--- config.mk ---
export PLATFORM = sky130hd
export DESIGN_NAME = pinl_top
export DESIGN_NICKNAME = d
export VERILOG_FILES = /design/src/hw/pinl_pkg.sv /design/src/hw/pinl_top.sv /design/src/hw/pinl_sync.sv /design/src/hw/pinl_prio_chain.sv
export SDC_FILE = /design/constraint.sdc
export NUM_CORES = 1
export LEC_CHECK = 0
export ABC_AREA = 0
export BUFFER_PORTS_ARGS = -buffer_cell sky130_fd_sc_hd__buf_2
export CAP_MARGIN = 20
export CORE_MARGIN = 4
export CORE_UTILIZATION = 35
export CTS_BUF_LIST = sky130_fd_sc_hd__clkbuf_8 sky130_fd_sc_hd__clkbuf_16
export CTS_CLUSTER_DIAMETER = 60
export CTS_CLUSTER_SIZE = 8
export DETAILED_ROUTE_END_ITERATION = 10
export PLACE_DENSITY_LB_ADDON = 0.25
export SETUP_SLACK_MARGIN = 0.5
export SYNTH_ARGS = -nofsm -noshare
export SYNTH_HDL_FRONTEND = slang
export SYNTH_SLANG_ARGS = --single-unit
export TNS_END_PERCENT = 100
--- constraint.sdc ---
create_clock -name core_clk -period 2.5 [get_ports core_clk]
set_input_delay 0.125 -clock core_clk [delete_from_list [all_inputs] [get_ports core_clk]]
set_output_delay 0.125 -clock core_clk [all_outputs]
set_load 0.02 [all_outputs]
--- src/hw/pinl_pkg.sv ---
// Purpose: Shared constants for the priority and NMI interrupt logic
// Assumes: 16-bit core, vector table in the top 32 bytes
// Notes:   Register indices address the plain register port
package pinl_pkg;
    localparam int          AW          = 4;
    localparam int          NMASK       = 14;
    localparam logic [15:0] VEC_BASE    = 16'hFFE0;
    localparam logic [3:0]  PRIO_RESET  = 4'hF;
    localparam logic [3:0]  PRIO_NMI    = 4'hE;
    localparam logic [3:0]  PRIO_WDT    = 4'hA;
    localparam int          SR_GIE_BIT  = 3;
    localparam logic [15:0] SR_KEEP     = 16'h0040;
    localparam int          ACCEPT_CYC  = 6;
    localparam int          RETURN_FROM_INTERRUPT_CYC    = 5;
    // Register indices
    localparam logic [3:0]  REG_CTRL    = 4'h0;
    localparam logic [3:0]  REG_FLAGS   = 4'h1;
    localparam logic [3:0]  REG_IRQ_EN  = 4'h2;
    localparam logic [3:0]  REG_STATUS  = 4'h3;
    // Control fields
    localparam int          CT_MODE     = 0;
    localparam int          CT_EDGE     = 1;
    localparam int          CT_PIN_EN   = 2;
    localparam int          CT_OSC_EN   = 3;
    localparam int          CT_FLASH_EN = 4;
    // Flag fields
    localparam int          FL_PIN      = 0;
    localparam int          FL_OSC      = 1;
    localparam int          FL_FLASH    = 2;
    localparam int          FL_WDT      = 3;
    typedef enum logic [3:0] {
        S_IDLE     = 4'h0,
        S_PUSH_PC  = 4'h1,
        S_PUSH_SR  = 4'h3,
        S_CLR_SR   = 4'h2,
        S_VEC_RD   = 4'h6,
        S_VEC_WAIT = 4'h7,
        S_LOAD     = 4'h5,
        S_RST_HOLD = 4'h4,
        S_RT_SR_RD = 4'h8,
        S_RT_SR    = 4'h9,
        S_RT_PC_RD = 4'hB,
        S_RT_PC    = 4'hA,
        S_RT_DONE  = 4'hE
    } pinl_state_e;
endpackage

--- src/hw/pinl_top.sv ---
// Purpose: Fixed-priority interrupt, NMI and acceptance sequencing
// Assumes: Core signals insn_end at each instruction boundary
// Notes:   Reset/NMI pin and oscillator fault are asynchronous
//
// Contract
// - Daisy chain position fixes priority
// - NMI ignores global enable, needs own enables
// - NMI acceptance clears all three enables
// - NMI sources share vector FFFC, priority 14
// - NMI from pin edge, osc, flash
// - Pin reset mode holds core, FFFE
// - Selected edge sets flag, requests if enabled
// - Power-up clear returns pin to reset
// - Edge select toggle in NMI mode may fire
// - Osc fault sets flag, requests if enabled
// - Power-up clear forces LF, second osc off
// - Flash violation sets flag, requests if enabled
// - Maskable needs own and global enable
// - Watchdog interval: maskable, FFF4, priority 10
// - Acceptance takes six cycles, PC then SR
// - Highest pending priority is selected
// - Single-source flags clear on acceptance
// - SR cleared except clock bit, vector loaded
// - Return takes five cycles, SR then PC
// - Global enable in handler allows preemption
// - Vectors FFE0 to FFFE, priorities 0-15
// - Power-on reset always gives power-up clear
`timescale 1ns/10ps
module pinl_top
    import pinl_pkg::*;
#(
    parameter int          N_MASK     = pinl_pkg::NMASK,
    parameter logic [13:0] SINGLE_SRC = 14'h3FFF
) (
    input  wire logic                    core_clk,
    input  wire logic                    arst_n,
    input  wire logic [pinl_pkg::AW-1:0] reg_addr,
    input  wire logic [15:0]             reg_wdata,
    input  wire logic                    reg_wr,
    input  wire logic                    reg_rd,
    output logic      [15:0]             reg_rdata,
    input  wire logic                    rst_nmi_pin,
    input  wire logic                    osc_fault_in,
    input  wire logic                    flash_violation,
    input  wire logic                    wdt_interval_ovf,
    input  wire logic                    wdt_expire,
    input  wire logic                    key_violation,
    input  wire logic [13:0]             periph_irq,
    input  wire logic                    insn_end,
    input  wire logic                    return_from_interrupt_req,
    input  wire logic [15:0]             pc_in,
    input  wire logic [15:0]             sr_in,
    input  wire logic [15:0]             mem_rdata,
    output logic                         stack_push,
    output logic                         stack_pop,
    output logic      [15:0]             stack_data,
    output logic                         mem_rd,
    output logic      [15:0]             mem_addr,
    output logic                         sr_load,
    output logic      [15:0]             sr_value,
    output logic                         pc_load,
    output logic      [15:0]             pc_value,
    output logic      [13:0]             irq_ack,
    output logic                         core_reset,
    output logic                         power_up_clear,
    output logic                         low_freq_crystal_lf,
    output logic                         second_crystal_osc_off
);
    import pinl_pkg::*;

    if (N_MASK != NMASK) begin : g_chk
        $error("pinl_top serves exactly fourteen maskable lines");
    end

    pinl_state_e state_reg;
    logic [4:0]  ctrl_reg;
    logic [3:0]  flag_reg;
    logic [13:0] irq_en_reg;
    logic [3:0]  sel_reg;
    logic [1:0]  sync_w;
    logic        pin_s;
    logic        osc_s;
    logic        cond_prev_reg;
    logic        pin_cond;
    logic        pin_evt;
    logic        nmi_req;
    logic        global_irq_enable;
    logic [14:0] req;
    logic        any_req;
    logic [3:0]  win_idx;
    logic        pin_reset_low;
    logic        flag_wr;
    logic        accept;

    pinl_sync #(
        .W (2)
    ) u_sync (
        .core_clk (core_clk),
        .arst_n   (arst_n),
        .async_in ({osc_fault_in, rst_nmi_pin}),
        .sync_out (sync_w)
    );
    assign pin_s = sync_w[0];
    assign osc_s = sync_w[1];

    assign pin_cond = ctrl_reg[CT_EDGE] ? ~pin_s : pin_s;
    assign pin_evt = ctrl_reg[CT_MODE] & pin_cond & ~cond_prev_reg;
    assign pin_reset_low = ~ctrl_reg[CT_MODE] & ~pin_s;
    assign global_irq_enable = sr_in[SR_GIE_BIT];
    assign flag_wr = reg_wr && reg_addr == REG_FLAGS;

    // NMI gated by own enables only
    assign nmi_req = (flag_reg[FL_PIN] & ctrl_reg[CT_PIN_EN])
                   | (flag_reg[FL_OSC] & ctrl_reg[CT_OSC_EN])
                   | (flag_reg[FL_FLASH] & ctrl_reg[CT_FLASH_EN]);

    always_comb begin
        req = '0;
        req[PRIO_NMI] = nmi_req;
        for (int i = 0; i < NMASK; i++) begin
            req[i] = periph_irq[i] & irq_en_reg[i] & global_irq_enable;
        end
        req[PRIO_WDT] = (periph_irq[PRIO_WDT] | flag_reg[FL_WDT])
                      & irq_en_reg[PRIO_WDT] & global_irq_enable;
    end

    pinl_prio_chain #(
        .N (15)
    ) u_chain (
        .req (req),
        .any (any_req),
        .idx (win_idx)
    );

    assign accept = state_reg == S_IDLE && insn_end && any_req;

    always_ff @(posedge core_clk or negedge arst_n) begin
        if (!arst_n) begin
            cond_prev_reg <= 1'b0;
        end else begin
            cond_prev_reg <= pin_cond;
        end
    end

    always_ff @(posedge core_clk or negedge arst_n) begin
        if (!arst_n) begin
            power_up_clear <= 1'b1;
            core_reset     <= 1'b1;
        end else begin
            power_up_clear <= wdt_expire | key_violation | pin_reset_low;
            core_reset     <= power_up_clear | pin_reset_low;
        end
    end

    always_ff @(posedge core_clk or negedge arst_n) begin
        if (!arst_n) begin
            low_freq_crystal_lf    <= 1'b1;
            second_crystal_osc_off <= 1'b1;
        end else if (power_up_clear) begin
            low_freq_crystal_lf    <= 1'b1;
            second_crystal_osc_off <= 1'b1;
        end else if (reg_wr && reg_addr == REG_STATUS) begin
            low_freq_crystal_lf    <= reg_wdata[0];
            second_crystal_osc_off <= reg_wdata[1];
        end
    end

    always_ff @(posedge core_clk or negedge arst_n) begin
        if (!arst_n) begin
            ctrl_reg   <= '0;
            irq_en_reg <= '0;
        end else if (power_up_clear) begin
            ctrl_reg   <= '0;
            irq_en_reg <= '0;
        end else if (state_reg == S_CLR_SR && sel_reg == PRIO_NMI) begin
            ctrl_reg[CT_PIN_EN]   <= 1'b0;
            ctrl_reg[CT_OSC_EN]   <= 1'b0;
            ctrl_reg[CT_FLASH_EN] <= 1'b0;
        end else if (reg_wr && reg_addr == REG_CTRL) begin
            ctrl_reg <= reg_wdata[4:0];
        end else if (reg_wr && reg_addr == REG_IRQ_EN) begin
            irq_en_reg <= reg_wdata[13:0];
        end
    end

    // Flags: write one to clear, set wins
    always_ff @(posedge core_clk or negedge arst_n) begin
        if (!arst_n) begin
            flag_reg <= '0;
        end else begin
            for (int i = 0; i < 4; i++) begin
                if (flag_wr && reg_wdata[i]) begin
                    flag_reg[i] <= 1'b0;
                end
            end
            if (state_reg == S_CLR_SR && sel_reg == PRIO_WDT) begin
                flag_reg[FL_WDT] <= 1'b0;
            end
            if (pin_evt) begin
                flag_reg[FL_PIN] <= 1'b1;
            end
            if (osc_s) begin
                flag_reg[FL_OSC] <= 1'b1;
            end
            if (flash_violation) begin
                flag_reg[FL_FLASH] <= 1'b1;
            end
            if (wdt_interval_ovf) begin
                flag_reg[FL_WDT] <= 1'b1;
            end
        end
    end

    always_ff @(posedge core_clk or negedge arst_n) begin
        if (!arst_n) begin
            reg_rdata <= '0;
        end else if (reg_rd) begin
            case (reg_addr)
                REG_CTRL:   reg_rdata <= {11'h000, ctrl_reg};
                REG_FLAGS:  reg_rdata <= {12'h000, flag_reg};
                REG_IRQ_EN: reg_rdata <= {2'h0, irq_en_reg};
                REG_STATUS: reg_rdata <= {4'h0, sel_reg, state_reg, 1'b0,
                                          core_reset, second_crystal_osc_off,
                                          low_freq_crystal_lf};
                default:    reg_rdata <= '0;
            endcase
        end else begin
            reg_rdata <= '0;
        end
    end

    // Sequencer; outputs set on each transition
    always_ff @(posedge core_clk or negedge arst_n) begin
        if (!arst_n) begin
            state_reg  <= S_RST_HOLD;
            sel_reg    <= PRIO_RESET;
            stack_push <= 1'b0;
            stack_pop  <= 1'b0;
            stack_data <= '0;
            mem_rd     <= 1'b0;
            mem_addr   <= '0;
            sr_load    <= 1'b0;
            sr_value   <= '0;
            pc_load    <= 1'b0;
            pc_value   <= '0;
            irq_ack    <= '0;
        end else begin
            stack_push <= 1'b0;
            stack_pop  <= 1'b0;
            mem_rd     <= 1'b0;
            sr_load    <= 1'b0;
            pc_load    <= 1'b0;
            irq_ack    <= '0;
            if (power_up_clear || pin_reset_low) begin
                state_reg <= S_RST_HOLD;
                sel_reg   <= PRIO_RESET;
            end else begin
                case (state_reg)
                    S_RST_HOLD: begin
                        state_reg <= S_VEC_RD;
                        mem_rd    <= 1'b1;
                        mem_addr  <= VEC_BASE + {11'h000, PRIO_RESET, 1'b0};
                    end
                    S_IDLE: begin
                        if (accept) begin
                            state_reg  <= S_PUSH_PC;
                            sel_reg    <= win_idx;
                            stack_push <= 1'b1;
                            stack_data <= pc_in;
                        end else if (return_from_interrupt_req) begin
                            state_reg <= S_RT_SR_RD;
                            stack_pop <= 1'b1;
                        end
                    end
                    S_PUSH_PC: begin
                        state_reg  <= S_PUSH_SR;
                        stack_push <= 1'b1;
                        stack_data <= sr_in;
                    end
                    S_PUSH_SR: begin
                        // clear SR but keep clock bit
                        state_reg <= S_CLR_SR;
                        sr_load   <= 1'b1;
                        sr_value  <= sr_in & SR_KEEP;
                        if (sel_reg < PRIO_NMI) begin
                            irq_ack[sel_reg] <= SINGLE_SRC[sel_reg];
                        end
                    end
                    S_CLR_SR: begin
                        state_reg <= S_VEC_RD;
                        mem_rd    <= 1'b1;
                        mem_addr  <= VEC_BASE + {11'h000, sel_reg, 1'b0};
                    end
                    S_VEC_RD: begin
                        state_reg <= S_VEC_WAIT;
                    end
                    S_VEC_WAIT: begin
                        state_reg <= S_LOAD;
                        pc_load   <= 1'b1;
                        pc_value  <= mem_rdata;
                    end
                    S_LOAD: begin
                        state_reg <= S_IDLE;
                    end
                    S_RT_SR_RD: begin
                        state_reg <= S_RT_SR;
                    end
                    S_RT_SR: begin
                        state_reg <= S_RT_PC_RD;
                        sr_load   <= 1'b1;
                        sr_value  <= mem_rdata;
                        stack_pop <= 1'b1;
                    end
                    S_RT_PC_RD: begin
                        state_reg <= S_RT_PC;
                    end
                    S_RT_PC: begin
                        state_reg <= S_RT_DONE;
                        pc_load   <= 1'b1;
                        pc_value  <= mem_rdata;
                    end
                    S_RT_DONE: begin
                        state_reg <= S_IDLE;
                    end
                    default: begin
                        state_reg <= S_IDLE;
                    end
                endcase
            end
        end
    end
endmodule

--- src/hw/pinl_sync.sv ---
// Purpose: Two-stage synchroniser for asynchronous inputs
// Assumes: Inputs are slow levels
// Notes:   First stage feeds only the second
`timescale 1ns/10ps
module pinl_sync #(
    parameter int W = 1
) (
    input  wire logic         core_clk,
    input  wire logic         arst_n,
    input  wire logic [W-1:0] async_in,
    output logic      [W-1:0] sync_out
);
    logic [W-1:0] meta_reg;

    always_ff @(posedge core_clk or negedge arst_n) begin
        if (!arst_n) begin
            meta_reg <= '0;
            sync_out <= '0;
        end else begin
            meta_reg <= async_in;
            sync_out <= meta_reg;
        end
    end
endmodule

--- src/hw/pinl_prio_chain.sv ---
// Purpose: Fixed-priority daisy chain over request lines
// Assumes: Highest index sits nearest the core
// Notes:   Combinational; caller registers the result
`timescale 1ns/10ps
module pinl_prio_chain #(
    parameter int N = 15
) (
    input  wire logic [N-1:0]         req,
    output logic                      any,
    output logic [$clog2(N+1)-1:0]    idx
);
    logic [N:0]                    blk;
    logic [N-1:0]                  win;
    logic [N-1:0][$clog2(N+1)-1:0] acc;

    if (N < 2) begin : g_chk
        $error("pinl_prio_chain needs N of two or more");
    end

    assign blk[N] = 1'b0;
    for (genvar i = 0; i < N; i++) begin : g_chain
        assign win[i] = req[i] & ~blk[i+1];
        assign blk[i] = blk[i+1] | req[i];
        if (i == N - 1) begin : g_top
            assign acc[i] = win[i] ? ($clog2(N+1))'(i) : '0;
        end else begin : g_mid
            assign acc[i] = win[i] ? ($clog2(N+1))'(i) : acc[i+1];
        end
    end
    assign any = blk[0];
    assign idx = acc[0];
endmodule

=== Yosys cells after proc, flatten, opt, wreduce, memory -nomap -nowiden ===
Memories as Yosys holds them, arrays and structs flattened.
Cells that the tools add are included.
Widths: inputs -> output; s select.

* Equal/unequal tests: 19
* Mux-type cells: 69
* Add/sub/neg operators: 1
* Bitwise logic cells: 87
* Reductions and logical operators: 39
* Magnitude comparators: 3

{| class="wikitable"
|+ Operators with widths
! kind !! count
|-
| $mux 14 || 7
|-
| $pmux 16 s2 || 3
|-
| $mux 4 || 21
|-
| $pmux 14 s4 || 1
|-
| $and 1x1->1 || 48
|-
| $pmux 4 s10 || 1
|-
| $mux 16 || 2
|-
| $mux 1 || 27
|-
| $eq 4x4->1 const B || 6
|-
| $reduce_bool 2->1 || 11
|-
| $or 1x1->1 || 20
|-
| $not 1->1 || 18
|-
| $eq 4x2->1 const B || 4
|-
| $and 14x14->14 || 1
|-
| $logic_and 1x1->1 || 13
|-
| $eq 4x3->1 const B || 3
|-
| $mux 5 || 2
|-
| $reduce_and 2->1 || 5
|-
| $eq 4x1->1 const B || 2
|-
| $logic_not 4->1 || 2
|-
| $add 6x6->7 const A || 1
|-
| $ne 2x2->1 const B || 3
|-
| $reduce_and 3->1 || 2
|-
| $reduce_bool 3->1 || 2
|-
| other kinds (10) || 13
|}

* Input port bits: 94
* Bits in read-only memories: 16
* Output and inout port bits: 103
* Word-level logic and storage cells: 246
* Memories: 1
* Register bits after elaboration: 139

{| class="wikitable"
|+ Memories
! memory !! words !! bits a word !! rd ports !! clocked after Yosys merged registers in !! write ports !! RTL line !! RTL
|-
| (name not given) || 16 || 1 || 1 || 0 || 0 || pinl_top.sv:286 || <nowiki>irq_ack[sel_reg] <= SINGLE_SRC[sel_reg];</nowiki>
|}

=== Longest topological paths before layout ===
* Depth after elaboration: 22
* Gate-level depth with buffers: 8
* Gate-level depth less buffers: 6

=== Modules after synthesis ===
From an unflattened synthesis, not the netlist that was laid out.

* Cell total of the unflattened synthesis: 476
* Area, all modules: 5535.3 µm²

{| class="wikitable"
|+ By module, submodules not included
! module !! area an instance (µm²) !! times used !! cells each
|-
| pinl_top || 5270.1 || 1 || 448
|-
| pinl_prio_chain || 165.2 || 1 || 24
|-
| pinl_sync || 100.1 || 1 || 4
|}

=== Worst setup path after synthesis ===
No wires, ideal clock.

* Kind: reg-to-reg
* Start: register flag_reg[2]
* End: register stack_data[10]
* Setup time: 131 ps
* Path slack: 479 ps
* Stages on the path, launching flop included: 8
* Arrival time: 1890 ps
* Required time: 2369 ps
* Path through: dfrtp_1 > a222oi_1 > o21ai_2 > o31ai_4 > a21o_1 > buf_4 > buf_8 > a21oi_2

* Cells in the longest elaborated chain, start to end: 19

{| class="wikitable"
|+ Ends and longest elaborated chain
! what !! RTL line !! RTL
|-
| start: declaration || pinl_top.sv:77 || <nowiki>logic [3:0] flag_reg;</nowiki>
|-
| start signal: assignment || pinl_top.sv:189 || <nowiki>flag_reg <= '0;</nowiki>
|-
| start signal: indexed assignment || pinl_top.sv:193 || <nowiki>flag_reg[i] <= 1'b0;</nowiki>
|-
| start signal: indexed assignment || pinl_top.sv:197 || <nowiki>flag_reg[FL_WDT] <= 1'b0;</nowiki>
|-
| $and 1x1->1 || pinl_top.sv:115 || <nowiki>| (flag_reg[FL_FLASH] & ctrl_reg[CT_FLASH_EN]);</nowiki>
|-
| $or 1x1->1 || pinl_top.sv:115 ||
|-
| $or 1x1->1 (14 in a row) || pinl_prio_chain.sv:23 || <nowiki>assign blk[i] = blk[i+1] | req[i];</nowiki>
|-
| $logic_and 1x1->1 || pinl_top.sv:135 || <nowiki>assign accept = state_reg == S_IDLE && insn_end && any_req;</nowiki>
|-
| $ne 2x2->1 (no line) || - ||
|-
| $reduce_and 3->1 (no line) || - ||
|-
| end signal: assignment || pinl_top.sv:269 || <nowiki>stack_data <= pc_in;</nowiki>
|-
| end signal: assignment || pinl_top.sv:278 || <nowiki>stack_data <= sr_in;</nowiki>
|-
| end: declaration || pinl_top.sv:56 || <nowiki>output logic [15:0] stack_data,</nowiki>
|}

Every way passes these cells.
A chain may end at the register's enable or synchronous reset.

=== Worst setup path in the final report ===
* Start: register flag_reg[2]
* End: register stack_data[13]

Same word-level chain as after synthesis.

==> results.sh <==
export IMPL_p_int_uw=3890
export IMPL_clock_sinks=126
export IMPL_globalplace_congestion=0.851
export IMPL_start_util_pct=35.9
export IMPL_static_leakage_power_uw=0.00378
export IMPL_fmax_mhz=485
export IMPL_ys_top_cells_by_count="117 x sky130_fd_sc_hd__dfrtp_1, 55 x sky130_fd_sc_hd__nand2_1, 41 x sky130_fd_sc_hd__nor2_1"
export IMPL_netSwitchingFraction_pct=23.0
export IMPL_critical_path_required_ns=2.79
export IMPL_vias=5001
export IMPL_top_level_ports=197
export IMPL_final_layout_size_suffix_gt1_share_pct=40.1
export IMPL_finalSetupViolCount=0
export IMPL_root_buffer="sky130_fd_sc_hd__clkbuf_16"
export IMPL_grt_overflow_total=0
export IMPL_timing_hold_worst_class="input pin to flip-flop"
export IMPL_dieArea_um2=17700
export IMPL_powerDensity_nw_per_um2=627
export IMPL_layout_area_seq_um2=3160
export IMPL_post_synth_mux_area_share_pct=5.25
export IMPL_ys_warn_count=0
export IMPL_post_synth_top_area_fraction_pct=53.4
export IMPL_power_combinational_fraction_pct=9.7
export IMPL_total_switching_power_uw=1160
export IMPL_die_y_um=133
export IMPL_p_clk_share_pct=48.0
export IMPL_antenna_diode_count=0
export IMPL_final_hold_viol_count=0
export IMPL_launch_point_of_the_critical_path="flag_reg[2]$_DFFE_PN0P_"
export IMPL_rows=45
export IMPL_tritoncts="done"
export IMPL_port_buffer_count=191
export IMPL_cts_max_level=4
export IMPL_synth_top_family_by_area="compound AO/OA/AOI/OAI gates"
export IMPL_totalNegativeSetupSlack_ns=0
export IMPL_worstHoldStart="pc_in[9]"
export IMPL_worst_ep_arrival_ns=2.35
export IMPL_count_of_nets_left_with_antenna_violations_after_detail_routing=0
export IMPL_max_slew_violation_total_from_the_final_report=0
export IMPL_post_synth_xor_area_fraction_pct=0.319
export IMPL_die_width_um=133
export IMPL_cts_inserted_buffers=17
export IMPL_clk_transition_reported_paths_ns=0.06
export IMPL_skew_ns=0.0105
export IMPL_number_of_synthesized_flops_with_an_enable_pin=0
export IMPL_postSynthAreaPerCell_um2=10.9
export IMPL_worstSetupPathType="flip-flop to flip-flop"
export IMPL_asyncSetResetFlopFracSynth_pct=100
export IMPL_drv_max_cap_violation_count=0
export IMPL_core_area_um2=15300
export IMPL_antenna_found_initial=0
export IMPL_biggestRegsByFlops="pc_value: 16 flops, sr_value: 16 flops, stack_data: 16 flops"
export IMPL_dp_hpwl_um=11400
export IMPL_ys_seq_area_share_pct=57.7
export IMPL_finish_net_count=861
export IMPL_worst_setup_path_end_kind="flip-flop"
export IMPL_fin_crit_sh_pct=82.5
export IMPL_areaGrowthSynthToFinish_pct=47.2
export IMPL_pwr_share_seq_pct=42.3
export IMPL_ys_seq_elements=126
export IMPL_drt_first_iter_violations=349
export IMPL_wire_length_of_the_first_global_routing_pass_um=26400
export IMPL_r2r_slack_ns=0.44
export IMPL_yosysUniqueCellTypes=56
export IMPL_synth_area_leaders="sky130_fd_sc_hd__dfrtp_1 53%, sky130_fd_sc_hd__dfstp_2 4.3%, sky130_fd_sc_hd__nand2_1 3.8%"
export IMPL_startpoint_type="flip-flop"
export IMPL_synth_compound_gate_area_share_pct=16.4
export IMPL_max_vdd_ir_drop_mv=0.463
export IMPL_multi_input_area_um2=2080
export IMPL_worst_rel_slew_slack_pct=59.3
export IMPL_final_period_minus_worst_setup_slack_ns=2.06
export IMPL_grt_max_degree=60
export IMPL_synth_cell_area_um2=5480
export IMPL_synthesis_instances=504
export IMPL_drt_vias_per_instance=5.06
export IMPL_post_route_drc_count=0
export IMPL_wirelength_um=16900
export IMPL_grt_pass1_vias=5082
export IMPL_worst_skew_late_latency_ns=0.42
export IMPL_simple_gate_area_share_of_the_yosys_netlist_pct=14.3
export IMPL_totalPowerFinal_uw=5060
export IMPL_filler_cell_count=1342
export IMPL_timing_worst_slew_pin_value_ns=0.610
export IMPL_yosys_cell_count_top_type="sky130_fd_sc_hd__dfrtp_1"
export IMPL_cell_taking_the_most_area_after_synthesis="sky130_fd_sc_hd__dfrtp_1"
export IMPL_critical_path_reg2reg_startpoint="flag_reg[2]$_DFFE_PN0P_"
export IMPL_drt_pass1_iter_count=6
export IMPL_post_synth_fa_ha_maj_area_fraction_pct=0
export IMPL_ys_flop_type="sky130_fd_sc_hd__dfrtp_1"
export IMPL_grt_setup_unrepaired="yes"
export IMPL_grt_use_total_pct=18.8
export IMPL_cp_max_fo=8
export IMPL_cts_buffer_depth=2
export IMPL_avgRoutedWirePerCell_um=17.1
export IMPL_run_status="finished clean"
## worst max-delay path: stages, from the launching register on
cell and delay, ns:
sky130_fd_sc_hd__dfrtp_1 0.38, sky130_fd_sc_hd__a222oi_1 0.41, sky130_fd_sc_hd__buf_4 0.20, sky130_fd_sc_hd__o21ai_4 0.07, sky130_fd_sc_hd__o31ai_4 0.32, sky130_fd_sc_hd__buf_6 0.16, sky130_fd_sc_hd__a21o_4 0.17, sky130_fd_sc_hd__clkbuf_16 0.17
sky130_fd_sc_hd__a21oi_2 0.05
## layout make-up
class	instances	share of cell area, %
clock buffers	22	6.12
clock inverters	8	1.12
inverters	24	1.12
multi-input cells	314	25.8
repair buffers	284	23.4
well taps	211	3.27
flip-flops and latches	126	39.2
## per-layer routing
metal  vias to the layer above  routed length (µm)  track usage (%)
met5                         -                   0                0
met4                         0                 304             6.91
met3                        22                1160             5.14
met2                       212                8210             30.2
met1                      2441                7260             24.5
li1                       2326                   -                -
## cell families after synthesis
group           after synthesis
mux                          23
compound gates              118
flops                       126
buf+inv                      66
xor+xnor                      2
simple gates                168
other cells                   1
## layout by cell type, fill, tap and decap left out, types with 5 or more instances in the layout
cell	count
sky130_fd_sc_hd__a21oi_1	16
sky130_fd_sc_hd__a21oi_2	14
sky130_fd_sc_hd__a22o_1	16
sky130_fd_sc_hd__a22oi_1	10
sky130_fd_sc_hd__a31oi_1	8
sky130_fd_sc_hd__and3_1	10
sky130_fd_sc_hd__buf_2	190
sky130_fd_sc_hd__buf_4	25
sky130_fd_sc_hd__clkbuf_16	19
sky130_fd_sc_hd__clkbuf_8	5
sky130_fd_sc_hd__dfrtp_1	117
sky130_fd_sc_hd__dfstp_2	9
sky130_fd_sc_hd__dlygate4sd3_1	61
sky130_fd_sc_hd__inv_1	22
sky130_fd_sc_hd__mux2_2	16
sky130_fd_sc_hd__nand2_1	54
sky130_fd_sc_hd__nand2b_1	6
sky130_fd_sc_hd__nand3_1	25
sky130_fd_sc_hd__nor2_1	40
sky130_fd_sc_hd__nor3_1	8
sky130_fd_sc_hd__nor4_1	5
sky130_fd_sc_hd__o21ai_0	5
sky130_fd_sc_hd__o32ai_1	17
## worst paths after layout
| kind | end | cells past startpoint |
|---|---|---|
| worst max-delay path | stack_data[13]$_DFFE_PN0P_ | 8 |
| worst min-delay path | stack_data[9]$_DFFE_PN0P_ | 3 |
| min in group asynchronous | stack_data[4]$_DFFE_PN0P_ | 2 |
| worst min register to register | u_sync.sync_out[1]$_DFF_PN0_ | 0 |
| worst max register to register | stack_data[13]$_DFFE_PN0P_ | 8 |
| max in group asynchronous | sel_reg[1]$_DFFE_PN1P_ | 3 |
## timing repair
action                                 in CTS  in global routing
gates resized for setup                     6                 23
endpoints found under the hold margin     118                  0
pin swaps                                   5                  9
hold buffers                               61                  0
buffers inserted                            8                  3
gates cloned                                0                  3
setup endpoints to repair                  22                 67
## through the flow
step                cells  util [%]  hold slack, ns  cell area [µm²]  setup slack, ns
floorplan             506         -          -0.171             5490            0.492
global placement      884      43.4           0.164             6620            0.320
detailed placement    884      43.4           0.176             6620            0.260
CTS                   983      51.8         0.00438             7900            0.491
global route          989      52.9          0.0101             8070            0.379
finish                989      52.9          0.0231             8070            0.436
## power by group through the flow
stage	combinational, µW	sequential [µW]	clock (µW)
detailed placement	412	2170	0
global placement	405	2170	0
CTS	487	2140	2490
finish	489	2140	2430
floorplan	138	2230	0
global route	534	2140	2590
Note: power is estimated with default switching activity, not from simulation.
